[src/rip_regs.svh]
// Constants for the reset and interrupt priority block.
// Assumes a 40 MHz oscillator clock.
`ifndef RIP_REGS_SVH
`define RIP_REGS_SVH
`define RIP_RESET_VEC 16'h0000
`define RIP_VEC_EXT0 16'h0003
`define RIP_VEC_TMR0 16'h000b
`define RIP_VEC_EXT1 16'h0013
`define RIP_VEC_TMR1 16'h001b
`define RIP_VEC_SER 16'h0023
`define RIP_VEC_TMR2 16'h002b
`define RIP_VEC_CNTA 16'h0033
`define RIP_VEC_BOD 16'h004b
`define RIP_CLK_MHZ 40
`define RIP_RST_MIN_CLKS 24
`define RIP_BOD_FILT_CLKS 4
`define RIP_AUTOBAUD_MS 400
`define RIP_AUTOBAUD_CYC (`RIP_AUTOBAUD_MS * 1000 * `RIP_CLK_MHZ)
`define RIP_SWR_BIT 1
`define RIP_BROWNOUT_EN_BIT 3
`define RIP_NSRC 8
`endif

[src/rip_pkg.sv]
// Types for the reset and interrupt priority block.
// Assumes rip_regs.svh supplies the numeric constants.
package rip_pkg;
	typedef enum logic [3:0] {
		RIP_BOOT_RESET = 4'h1,
		RIP_BOOT_EMUL = 4'h2,
		RIP_BOOT_BAUD = 4'h4,
		RIP_BOOT_USER = 4'h8
	} rip_boot_t;
	// Sources in polling order: ext0, bod, t0, ext1, t1, cnta, ser, t2
	typedef struct packed {
		logic [7:0] flag;
		logic [7:0] enable;
		logic [7:0] prio_hi;
		logic [7:0] prio_lo;
	} rip_irq_cfg_t;
	typedef struct packed {
		logic valid;
		logic [2:0] src;
		logic [1:0] level;
		logic [15:0] vector;
	} rip_irq_req_t;
endpackage

[src/rip_top.sv]
// Reset sequencing and interrupt priority logic for the core.
// Assumes the core takes o_req and returns i_ack/i_reti per service.
// Overview of operation
// - Every reset ends with the fetch address forced to 0000H.
// - Address latch and program store enables are weak high during reset.
// - Running reset never clears RAM; power-up contents are undefined.
// - Watchdog match resets internally without driving the reset pin.
// - Power-up sets power-on flag; only software clears it.
// - Boot: emulation if enabled, else autobaud up to 400 ms, then user; a baud lock in autobaud enters emulation.
// - Software reset only on a 0 to 1 change of the reset bit.
// - Software reset pulses SFR reset like any other reset; RAM is kept.
// - Brown-out acted on after four consecutive low samples.
// - Brown-out with interrupt disabled resets to 0000H.
// - Brown-out with interrupt enabled vectors to 004BH instead.
// - Core keeps running while enabled brown-out persists.
// - Clearing brown-out enable during active brown-out resets device.
// - Eight sources, each with one of four priority levels.
// - Equal levels served in fixed polling order, ext0 first.
// - Ext0 to 0003H, timer0 to 000BH, ext1 to 0013H.
// - Serial 0023H, timer1 001BH, timer2 002BH, counter array 0033H.
// - Global enable clear blocks all interrupt service.
`include "rip_regs.svh"
module rip_top #(
	parameter int unsigned AUTOBAUD_CYC = `RIP_AUTOBAUD_CYC,
	parameter int unsigned RST_MIN_CLKS = `RIP_RST_MIN_CLKS
) (
	input wire logic i_clk,
	input wire logic i_rst,
	input wire logic i_power_up,
	input wire logic i_reset_pin,
	input wire logic i_wdt_match,
	input wire logic i_supply_low,
	input wire logic i_software_reset_bit,
	input wire logic i_emul_enabled,
	input wire logic i_baud_locked,
	input wire logic i_clear_power_on_flag,
	input wire logic i_brownout_irq_enable,
	input wire logic i_global_irq_enable,
	input wire rip_pkg::rip_irq_cfg_t i_cfg,
	input wire logic i_power_down,
	input wire logic i_ack,
	input wire logic i_reti,
	output logic o_core_reset,
	output logic o_sfr_reset,
	output logic o_ale_weak_high,
	output logic o_program_store_enable_out,
	output logic o_power_on_flag,
	output logic [15:0] o_fetch_addr,
	output logic o_fetch_load,
	output logic o_emul_mode,
	output logic o_baud_mode,
	output rip_pkg::rip_irq_req_t o_req,
	output logic o_wake
);
	import rip_pkg::*;

	localparam int NS = `RIP_NSRC;
	localparam logic [2:0] SRC_BOD = 3'h1;

	// Pin synchroniser: three stages, change when last two agree
	logic [2:0] pin_sync_q;
	logic pin_q;
	always_ff @(posedge i_clk) begin
		if (i_rst) begin
			pin_sync_q <= 3'h0;
			pin_q <= 1'b0;
		end else begin
			pin_sync_q <= {pin_sync_q[1:0], i_reset_pin};
			if (pin_sync_q[1] == pin_sync_q[2])
				pin_q <= pin_sync_q[2];
		end
	end

	logic [2:0] low_sync_q;
	logic low_q;
	always_ff @(posedge i_clk) begin
		if (i_rst) begin
			low_sync_q <= 3'h0;
			low_q <= 1'b0;
		end else begin
			low_sync_q <= {low_sync_q[1:0], i_supply_low};
			if (low_sync_q[1] == low_sync_q[2])
				low_q <= low_sync_q[2];
		end
	end

	// Reset pin must stay high RST_MIN_CLKS before it counts
	logic [4:0] pin_cnt_q;
	logic pin_valid;
	always_ff @(posedge i_clk) begin
		if (i_rst || !pin_q)
			pin_cnt_q <= 5'h0;
		else if (pin_cnt_q != 5'(RST_MIN_CLKS))
			pin_cnt_q <= pin_cnt_q + 5'h1;
	end
	assign pin_valid = pin_q && (pin_cnt_q == 5'(RST_MIN_CLKS));

	// Brown-out filter
	logic [2:0] bod_cnt_q;
	logic bod_active;
	always_ff @(posedge i_clk) begin
		if (i_rst || !low_q)
			bod_cnt_q <= 3'h0;
		else if (bod_cnt_q != 3'(`RIP_BOD_FILT_CLKS))
			bod_cnt_q <= bod_cnt_q + 3'h1;
	end
	assign bod_active = (bod_cnt_q == 3'(`RIP_BOD_FILT_CLKS));

	// Software reset edge detect and brown-out enable history
	logic swr_prev_q;
	logic bod_en_prev_q;
	always_ff @(posedge i_clk) begin
		if (i_rst) begin
			swr_prev_q <= 1'b0;
			bod_en_prev_q <= 1'b0;
		end else begin
			swr_prev_q <= i_software_reset_bit;
			bod_en_prev_q <= i_brownout_irq_enable;
		end
	end

	logic swr_rise;
	logic bod_reset;
	logic any_reset;
	assign swr_rise = i_software_reset_bit && !swr_prev_q;
	assign bod_reset = bod_active && (!i_brownout_irq_enable
		|| bod_en_prev_q);
	// Watchdog reset stays internal; pin is never driven
	assign any_reset = pin_valid || i_wdt_match || swr_rise
		|| (bod_reset && !i_brownout_irq_enable);

	// Core and SFR reset pulses; RAM has no reset term here
	always_ff @(posedge i_clk) begin
		if (i_rst) begin
			o_core_reset <= 1'b1;
			o_sfr_reset <= 1'b1;
		end else begin
			o_core_reset <= any_reset;
			// SFR reset pulses for every reset source, software reset included
			o_sfr_reset <= any_reset;
		end
	end

	always_ff @(posedge i_clk) begin
		if (i_rst) begin
			o_ale_weak_high <= 1'b1;
			o_program_store_enable_out <= 1'b1;
		end else begin
			o_ale_weak_high <= any_reset || pin_q;
			o_program_store_enable_out <= any_reset || pin_q;
		end
	end

	always_ff @(posedge i_clk) begin
		if (i_rst)
			o_power_on_flag <= 1'b0;
		else if (i_power_up)
			o_power_on_flag <= 1'b1;
		else if (i_clear_power_on_flag)
			o_power_on_flag <= 1'b0;
	end

	// Boot path sequencer
	rip_boot_t boot_q;
	logic [31:0] baud_cnt_q;
	always_ff @(posedge i_clk) begin
		if (i_rst || any_reset) begin
			boot_q <= RIP_BOOT_RESET;
		end else begin
			case (boot_q)
			RIP_BOOT_RESET: begin
				if (i_emul_enabled)
					boot_q <= RIP_BOOT_EMUL;
				else
					boot_q <= RIP_BOOT_BAUD;
			end
			RIP_BOOT_BAUD: begin
				if (i_baud_locked)
					boot_q <= RIP_BOOT_EMUL;
				else if (baud_cnt_q >= AUTOBAUD_CYC - 1)
					boot_q <= RIP_BOOT_USER;
			end
			RIP_BOOT_EMUL: boot_q <= RIP_BOOT_EMUL;
			RIP_BOOT_USER: boot_q <= RIP_BOOT_USER;
			default: boot_q <= RIP_BOOT_RESET;
			endcase
		end
	end

	always_ff @(posedge i_clk) begin
		if (i_rst || boot_q != RIP_BOOT_BAUD)
			baud_cnt_q <= 32'h0;
		else
			baud_cnt_q <= baud_cnt_q + 32'h1;
	end

	always_ff @(posedge i_clk) begin
		if (i_rst) begin
			o_emul_mode <= 1'b0;
			o_baud_mode <= 1'b0;
		end else begin
			o_emul_mode <= (boot_q == RIP_BOOT_EMUL);
			o_baud_mode <= (boot_q == RIP_BOOT_BAUD);
		end
	end

	always_ff @(posedge i_clk) begin
		if (i_rst) begin
			o_fetch_addr <= `RIP_RESET_VEC;
			o_fetch_load <= 1'b1;
		end else begin
			o_fetch_addr <= `RIP_RESET_VEC;
			o_fetch_load <= any_reset;
		end
	end

	// Interrupt arbitration
	logic [NS-1:0] pend;
	logic [1:0] lvl [NS];
	logic [15:0] vec [NS];
	assign vec[0] = `RIP_VEC_EXT0;
	assign vec[1] = `RIP_VEC_BOD;
	assign vec[2] = `RIP_VEC_TMR0;
	assign vec[3] = `RIP_VEC_EXT1;
	assign vec[4] = `RIP_VEC_TMR1;
	assign vec[5] = `RIP_VEC_CNTA;
	assign vec[6] = `RIP_VEC_SER;
	assign vec[7] = `RIP_VEC_TMR2;

	// Level per source from high and low bits, then pending mask
	always_comb begin
		for (int i = 0; i < NS; i++) begin
			lvl[i] = {i_cfg.prio_hi[i], i_cfg.prio_lo[i]};
			pend[i] = i_cfg.flag[i] && i_cfg.enable[i];
		end
		pend[SRC_BOD] = bod_active && i_brownout_irq_enable;
	end

	// Stack of levels in service, one bit per level
	logic [3:0] active_q;
	logic [2:0] top_lvl;
	logic any_active;
	always_comb begin
		top_lvl = 3'h0;
		any_active = |active_q;
		for (int l = 0; l < 4; l++)
			if (active_q[l])
				top_lvl = 3'(l);
	end

	rip_irq_req_t win;
	always_comb begin
		win = '0;
		for (int l = 3; l >= 0; l--) begin
			for (int i = NS - 1; i >= 0; i--) begin
				if (!win.valid || win.level == 2'(l))
					if (pend[i] && lvl[i] == 2'(l)) begin
						win.valid = 1'b1;
						win.src = 3'(i);
						win.level = 2'(l);
						win.vector = vec[i];
					end
			end
			if (win.valid)
				break;
		end
		if (any_active && {1'b0, win.level} <= top_lvl)
			win.valid = 1'b0;
		if (!i_global_irq_enable || any_reset)
			win.valid = 1'b0;
	end

	always_ff @(posedge i_clk) begin
		if (i_rst || any_reset)
			o_req <= '0;
		else
			o_req <= win;
	end

	always_ff @(posedge i_clk) begin
		if (i_rst || any_reset) begin
			active_q <= 4'h0;
		end else if (i_ack && o_req.valid) begin
			active_q[o_req.level] <= 1'b1;
		end else if (i_reti && any_active) begin
			active_q[top_lvl[1:0]] <= 1'b0;
		end
	end

	always_ff @(posedge i_clk) begin
		if (i_rst)
			o_wake <= 1'b0;
		else
			o_wake <= i_power_down && (pend[0] || pend[3]);
	end
endmodule

[config.mk]
export PLATFORM = sky130hd
export DESIGN_NAME = rip_top
export DESIGN_NICKNAME = d
export VERILOG_FILES = /design/src/rip_pkg.sv /design/src/rip_top.sv
export VERILOG_INCLUDE_DIRS = /design/src
export SDC_FILE = /design/constraint.sdc
export NUM_CORES = 1
export LEC_CHECK = 0
export BUFFER_PORTS_ARGS = -buffer_cell sky130_fd_sc_hd__buf_4
export CORE_MARGIN = 2
export CORE_UTILIZATION = 55
export CTS_CLUSTER_SIZE = 20
export DETAILED_ROUTE_END_ITERATION = 10
export GPL_ROUTABILITY_DRIVEN = 0
export GPL_TIMING_DRIVEN = 1
export HOLD_SLACK_MARGIN = 0.05
export PLACE_DENSITY = 0.81
export SYNTH_ARGS = -nofsm -noshare
export SYNTH_HDL_FRONTEND = slang
export SYNTH_SLANG_ARGS = --single-unit
[constraint.sdc]
create_clock -name i_clk -period 6.4 [get_ports i_clk]
set_clock_uncertainty 0.05 [all_clocks]
set_input_delay 1.28 -clock i_clk [delete_from_list [all_inputs] [get_ports i_clk]]
set_output_delay 1.28 -clock i_clk [all_outputs]
set_load 0.05 [all_outputs]
==> Yosys cells after proc, flatten, opt, wreduce, memory -nomap -nowiden <==
Index checks and enable logic that the tools add are counted.
{ "op_classes": {"add_sub_neg": 3, "magnitude_cmp": 6, "eq_ne": 59, "muxes": 132, "bitwise": 3, "n_reduce_logical": 148} }
{ "ops": {"columns": ["op", "count"], "rows": [
  ["22-bit two-way mux", 111],
  ["2-bit == test (second input constant)", 31],
  ["1-bit logical AND", 50],
  ["1-bit logical OR", 42],
  ["1-bit logical NOT", 36],
  ["32-bit by 1-bit adder with 32-bit output (second input constant)", 1],
  ["2-bit by 1-bit == test with 1-bit output (second input constant)", 16],
  ["32-bit by 24-bit greater-or-equal comparator with 1-bit output (second input constant)", 1],
  ["2-bit logical NOT", 16],
  ["4-bit two-way mux", 4],
  ["4-bit case mux with 4 select lines", 1],
  ["1-bit two-way mux", 11],
  ["3-bit two-way mux", 3],
  ["2-bit by 3-bit < comparator with 1-bit output (second input constant)", 2],
  ["3-bit inequality test (second input constant)", 2],
  ["5-bit by 1-bit adder with 5-bit output (second input constant)", 1],
  ["5-bit == test (second input constant)", 1],
  ["5-bit inequality test (second input constant)", 1],
  ["4-bit bitwise AND", 1],
  ["1-bit demux with 2-bit select", 2],
  ["4-bit by 1-bit == test with 1-bit output (second input constant)", 1],
  ["4-bit by 2-bit == test with 1-bit output (second input constant)", 1],
  ["4-bit by 3-bit == test with 1-bit output (second input constant)", 1],
  ["4-bit == test (second input constant)", 1],
  ["other kinds (11)", 14]
]} }
{ "totals": {"reg_bits": 86, "in_bits": 47, "wordCells": 372} }

==> Depth between registers and ports, before layout <==
{ "depth": {"depth_word": 147, "depth_mapped": 13, "depth_no_buf": 12} }

==> Worst setup path before layout <==
No wires, ideal clock.
{ "synth_path": {"kind": "input to register", "start": "input port i_cfg[9] (netlist name)", "end": "register o_req[21] (netlist name)", "setup_time_ns": 0.116, "arrival_time_ns": 3.052, "t_required_ns": 6.234, "path_slack_ns": 3.182, "cell_stages": 10, "path_cell_list": "and4_4 a21o_1 or3_1 buf_4 nor2_4 inv_1 ha_1 a21oi_1 a21oi_1 o211a_1"} }
{ "synth_rtl": {"columns": ["element", "line", "rtl"], "rows": [
  ["from (decl)", "rip_top.sv:39", "input wire rip_pkg::rip_irq_cfg_t i_cfg,"],
  ["to (signal assigned)", "rip_top.sv:277", "o_req <= win;"],
  ["to (decl)", "rip_top.sv:52", "output rip_pkg::rip_irq_req_t o_req,"]
]} }

==> qor_table.md <==
| Quantity | Reported | Unit |
| --- | --- | --- |
| Via density per instance | 5.84 | - |
| Number of iterations in the first detailed-routing pass | 5 | - |
| Fin nets | 643 | - |
| Post-CTS Setup Bufs | 0 | - |
| Clock root buffer | sky130_fd_sc_hd__clkbuf_8 | - |
| Required time of the critical path | 6.60 | ns |
| Number of distinct standard cells referenced by the synthesized netlist | 59 | - |
| Site row count | 32 | - |
| Total clock sinks | 74 | - |
| Worst path most repeated cell | sky130_fd_sc_hd__a21oi_1 | - |
| Worst hold path stage count | 1 | - |
| Routed length on met1 | 4050 | um |
| Endpoints failing setup | 0 | - |
| Maximum number of pins on one net before global-route repair | 29 | - |
| PwrDens | 202 | mW/mm^2 |
| Portion of netlist area occupied by mux cells | 0.00234 | - |
| Async S/R FF share, synth | 0 | - |
| Die Outline Area | 0.00850 | sq mm |
| Post-synthesis cell area | 0.00428 | sq mm |
| Share of layout cells above drive strength 1 | 0.162 | - |
| Worst-path maximum fanout | 8 | - |
| Share of synthesized area occupied by flip-flops and latches | 0.346 | - |
| Status | completed | - |
| Number of nets with antenna violations after detailed routing | 0 | - |
| Final Non-Filler Cells | 696 | - |
| Kind of end point of the critical path | register | - |
| Number of diodes | 0 | - |
| Worst setup slack after placement | 2.77 | ns |
| Final worst-path setup slack | 3.10 | ns |
| Xor and xnor area share after synthesis | 0.0532 | - |
| Post-Synth Adder-Cell Area | 0.0205 | - |
| Relative max-transition margin | 0.309 | - |
| Number of buffers inserted by hold repair at cts | 0 | - |
| Number of failing hold endpoints at the final stage | 0 | - |
| Worst R2R End | o_req[21]$_SDFF_PP0_ | - |
| I/O pin count | 94 | - |
| Arrival time of data at the critical path endpoint | 3.50 | ns |
| Worst-skew pair later-pin latency | 0.36 | ns |
| Routed length on met3 | 735 | um |
| Top Family by Delay on Critical Path | simple AND/OR/NAND/NOR gates | - |
| Simple-gate share of the synthesized area | 0.337 | - |
| Worst-case register-to-register setup slack | 3.45 | ns |
| Startpoint of the most critical hold path | low_sync_q[0]$_SDFF_PP0_ | - |
| Half-perimeter wire length after detailed placement | 7310 | um |
| Horizontal die dimension | 92.2 | um |
| DRT Wirelength | 9630 | um |
| Beginning of the worst register-to-register path | bod_cnt_q[0]$_SDFFE_PP0P_ | - |
| Post-synthesis sequential element count | 74 | - |
| Core area | 0.00765 | sq mm |
| Area fraction in compound gates after synthesis | 0.162 | - |
| Mean cell area of the mapped netlist | 8.14 | sq um |
| Number of global-route vias before repair | 3,658 | - |
| Most frequent cells in the layout | sky130_fd_sc_hd__dfxtp_1, sky130_fd_sc_hd__buf_4, sky130_fd_sc_hd__nor2_1, sky130_fd_sc_hd__a21oi_1, sky130_fd_sc_hd__nand2_1 | - |
| Avg WL per Cell | 13.8 | um |
| Total met2 wirelength after detailed routing | 4640 | um |
| Synth warnings | 0 | - |
| Worst setup SP type | primary input | - |
| Minimum clock period after layout | 3.30 | ns |
| Buffer levels on the longest clock path | 2 | - |
| Overflow left after global routing | 0 | - |
| Number of flops mapped to enable cells by yosys | 0 | - |
| Wire length of the first global-routing pass | 16,000 | um |
| Leakage power of the design | 1.90 | nW |
| Worst-path clk slew | 0.08 | ns |
| Number of buffers added by the clock tree synthesis step | 9 | - |
| Total number of cells along the worst setup path | 10 | - |
| Total negative slack for setup checks | 0 | ns |
| First-iteration detailed-routing DRC count | 235 | - |
| Leading cell type in the layout, fill and taps excluded | sky130_fd_sc_hd__dfxtp_1 | - |
| Part of the cycle the worst path needs | 0.515 | - |
| Post-cts repair resize count | 0 | - |
| Endpoint of the worst hold path | low_sync_q[1]$_SDFF_PP0_ | - |
| CTS tree | built | - |
| Highest metal used | met4 | - |
| Global-route total usage across every layer | 0.230 | - |
| Category of the critical setup timing path | primary input to register | - |
| Antenna violations before repair | 0 | - |
| VDD IR-drop max | 0.000148 | V |
| Post-placement cell count | 680 | - |
| CTS H-tree depth | 3 | - |
| Overall via count from detail_route | 4,065 | - |
| Worst Tran Pin Value | 1.02 | ns |
| Post-synthesis instance total | 526 | - |
| Launch point of the worst path | i_cfg[9] | - |
| Primary FF master, synth | sky130_fd_sc_hd__dfxtp_1 | - |
| Hold/Removal Path Class | register to register | - |
| DRC | 0 | - |
| Peak clock frequency supported by timing | 303 | MHz |
| Number of buffers and inverters on the critical path | 2 | - |
| Combinational family with the most area after synthesis | simple AND/OR/NAND/NOR gates | - |
| Initial cell density of the core | 0.560 | - |
| Ordered cell list for the critical path | buf_4 -> and4_4 -> a21o_1 -> or3_1 -> nor2_4 -> inv_1 -> ha_1 -> a21oi_1 -> a21oi_1 -> o211a_1 | - |
| CP max stage cell | sky130_fd_sc_hd__or3_1 | - |
| Pins Over Slew Limit | 0 | - |
| Height of the die | 92.2 | um |
| Reg2Reg Depth | 11 | - |
| CP max stage delay | 0.58 | ns |
| RSZ-0062 raised after global routing | false | - |
| Maximum Capacitance Violations | 0 | - |
| Buffers added on ports | 65 | - |
| Layout-stage area growth over the synthesis result | 15.0 | % |
==> flip-flops by register name, indices dropped and copies added (netlist names) <==
name                        flops
baud_cnt_q                     32
o_req                          11
pin_cnt_q                       5
active_q                        4
boot_q                          4
bod_cnt_q                       3
low_sync_q                      3
pin_sync_q                      3
low_q                           1
o_baud_mode                     1
o_emul_mode                     1
o_fetch_load                    1
o_power_on_flag                 1
o_program_store_enable_out      1
o_wake                          1
pin_q                           1
swr_prev_q                      1
==> cell usage after synthesis (6+ instances only) <==
| master | n | area [sq um] |
|---|---|---|
| sky130_fd_sc_hd__dfxtp_1 | 74 | 1480 |
| sky130_fd_sc_hd__xor2_1 | 17 | 149 |
| sky130_fd_sc_hd__nand2_1 | 37 | 139 |
| sky130_fd_sc_hd__buf_4 | 31 | 233 |
| sky130_fd_sc_hd__and4_1 | 7 | 61.3 |
| sky130_fd_sc_hd__nor2_1 | 56 | 210 |
| sky130_fd_sc_hd__nand4_1 | 18 | 113 |
| sky130_fd_sc_hd__xnor2_1 | 9 | 78.8 |
| sky130_fd_sc_hd__ha_1 | 7 | 87.6 |
| sky130_fd_sc_hd__o21ai_0 | 32 | 160 |
| sky130_fd_sc_hd__nor4bb_1 | 6 | 60.1 |
| sky130_fd_sc_hd__nand2b_1 | 7 | 43.8 |
| sky130_fd_sc_hd__nor3_1 | 17 | 85.1 |
| sky130_fd_sc_hd__or3_1 | 10 | 62.6 |
| sky130_fd_sc_hd__and4b_1 | 12 | 120 |
| sky130_fd_sc_hd__a21oi_1 | 38 | 190 |
| sky130_fd_sc_hd__inv_1 | 19 | 71.3 |
| sky130_fd_sc_hd__nor4_1 | 9 | 56.3 |
| sky130_fd_sc_hd__nand4b_1 | 12 | 105 |
| sky130_fd_sc_hd__nor2b_1 | 7 | 43.8 |
| sky130_fd_sc_hd__a31oi_1 | 8 | 50.1 |
| sky130_fd_sc_hd__nand3_1 | 22 | 110 |
| sky130_fd_sc_hd__clkbuf_1 | 7 | 26.3 |
| sky130_fd_sc_hd__and3_1 | 6 | 37.5 |
==> stage by stage <==
step | power (W) | util | instance area, sq um | hold slack, ns
finish | 0.000992 | 0.643 | 4920 | 0.395
global placement | 0.000657 | 0.619 | 4730 | 0.369
floorplan | 0.000617 | - | 4370 | 0.364
detailed placement | 0.000659 | 0.619 | 4730 | 0.383
CTS | 0.000995 | 0.643 | 4920 | 0.399
global route | 0.00103 | 0.643 | 4920 | 0.406
==> per-layer routing <==
layer,vias up,GRT usage
met5,-,0
met4,0,0.103
met3,22,0.0444
met2,168,0.400
met1,1852,0.275
li1,2023,-
==> layout make-up <==
class	instances	area, sq um
inverter	19	71.3
tap	102	128
clock inverter	5	36.3
sequential	74	1480
clock buffer	11	151
fill	673	2730
multi-input combinational	419	2560
timing repair buffer	66	495
==> report_power, final <==
| part | leakage, nW | internal [W] | total, W | switching [W] |
|---|---|---|---|---|
| clock network | 0.0880 | 0.000162 | 0.000340 | 0.000178 |
| logic | 1.21 | 0.0000590 | 0.000180 | 0.000121 |
| registers | 0.599 | 0.000467 | 0.000472 | 0.00000421 |
==> cells by family after synthesis <==
| logic type | Yosys count |
|---|---|
| adders and majority gates | 7 |
| muxes | 1 |
| other | 1 |
| DFF | 74 |
| buffers and inverters | 58 |
| xor gates and xnor gates | 26 |
| and+or+nand+nor | 246 |
| AOI/OAI and AO/OA | 113 |
==> how the worst max path moves through the flow <==
stage	to	slack, ns
global route	o_req[21]$_SDFF_PP0_	3.03
global placement	o_req[21]$_SDFF_PP0_	2.82
finish	o_req[21]$_SDFF_PP0_	3.10
floorplan	o_req[21]$_SDFF_PP0_	3.18
detailed placement	o_req[21]$_SDFF_PP0_	2.77
CTS	o_req[21]$_SDFF_PP0_	3.14
==> worst reg2reg max path: stages, from the launching register on <==
cell	delay [ns]
sky130_fd_sc_hd__dfxtp_1	0.37
sky130_fd_sc_hd__inv_1	0.06
sky130_fd_sc_hd__ha_1	0.27
sky130_fd_sc_hd__and4_4	0.21
sky130_fd_sc_hd__a21o_1	0.22
sky130_fd_sc_hd__or3_1	0.58
sky130_fd_sc_hd__nor2_4	0.25
sky130_fd_sc_hd__inv_1	0.12
sky130_fd_sc_hd__ha_1	0.33
sky130_fd_sc_hd__a21oi_1	0.14
sky130_fd_sc_hd__a21oi_1	0.06
sky130_fd_sc_hd__o211a_1	0.19
Note: power is estimated with default switching activity, not from simulation.
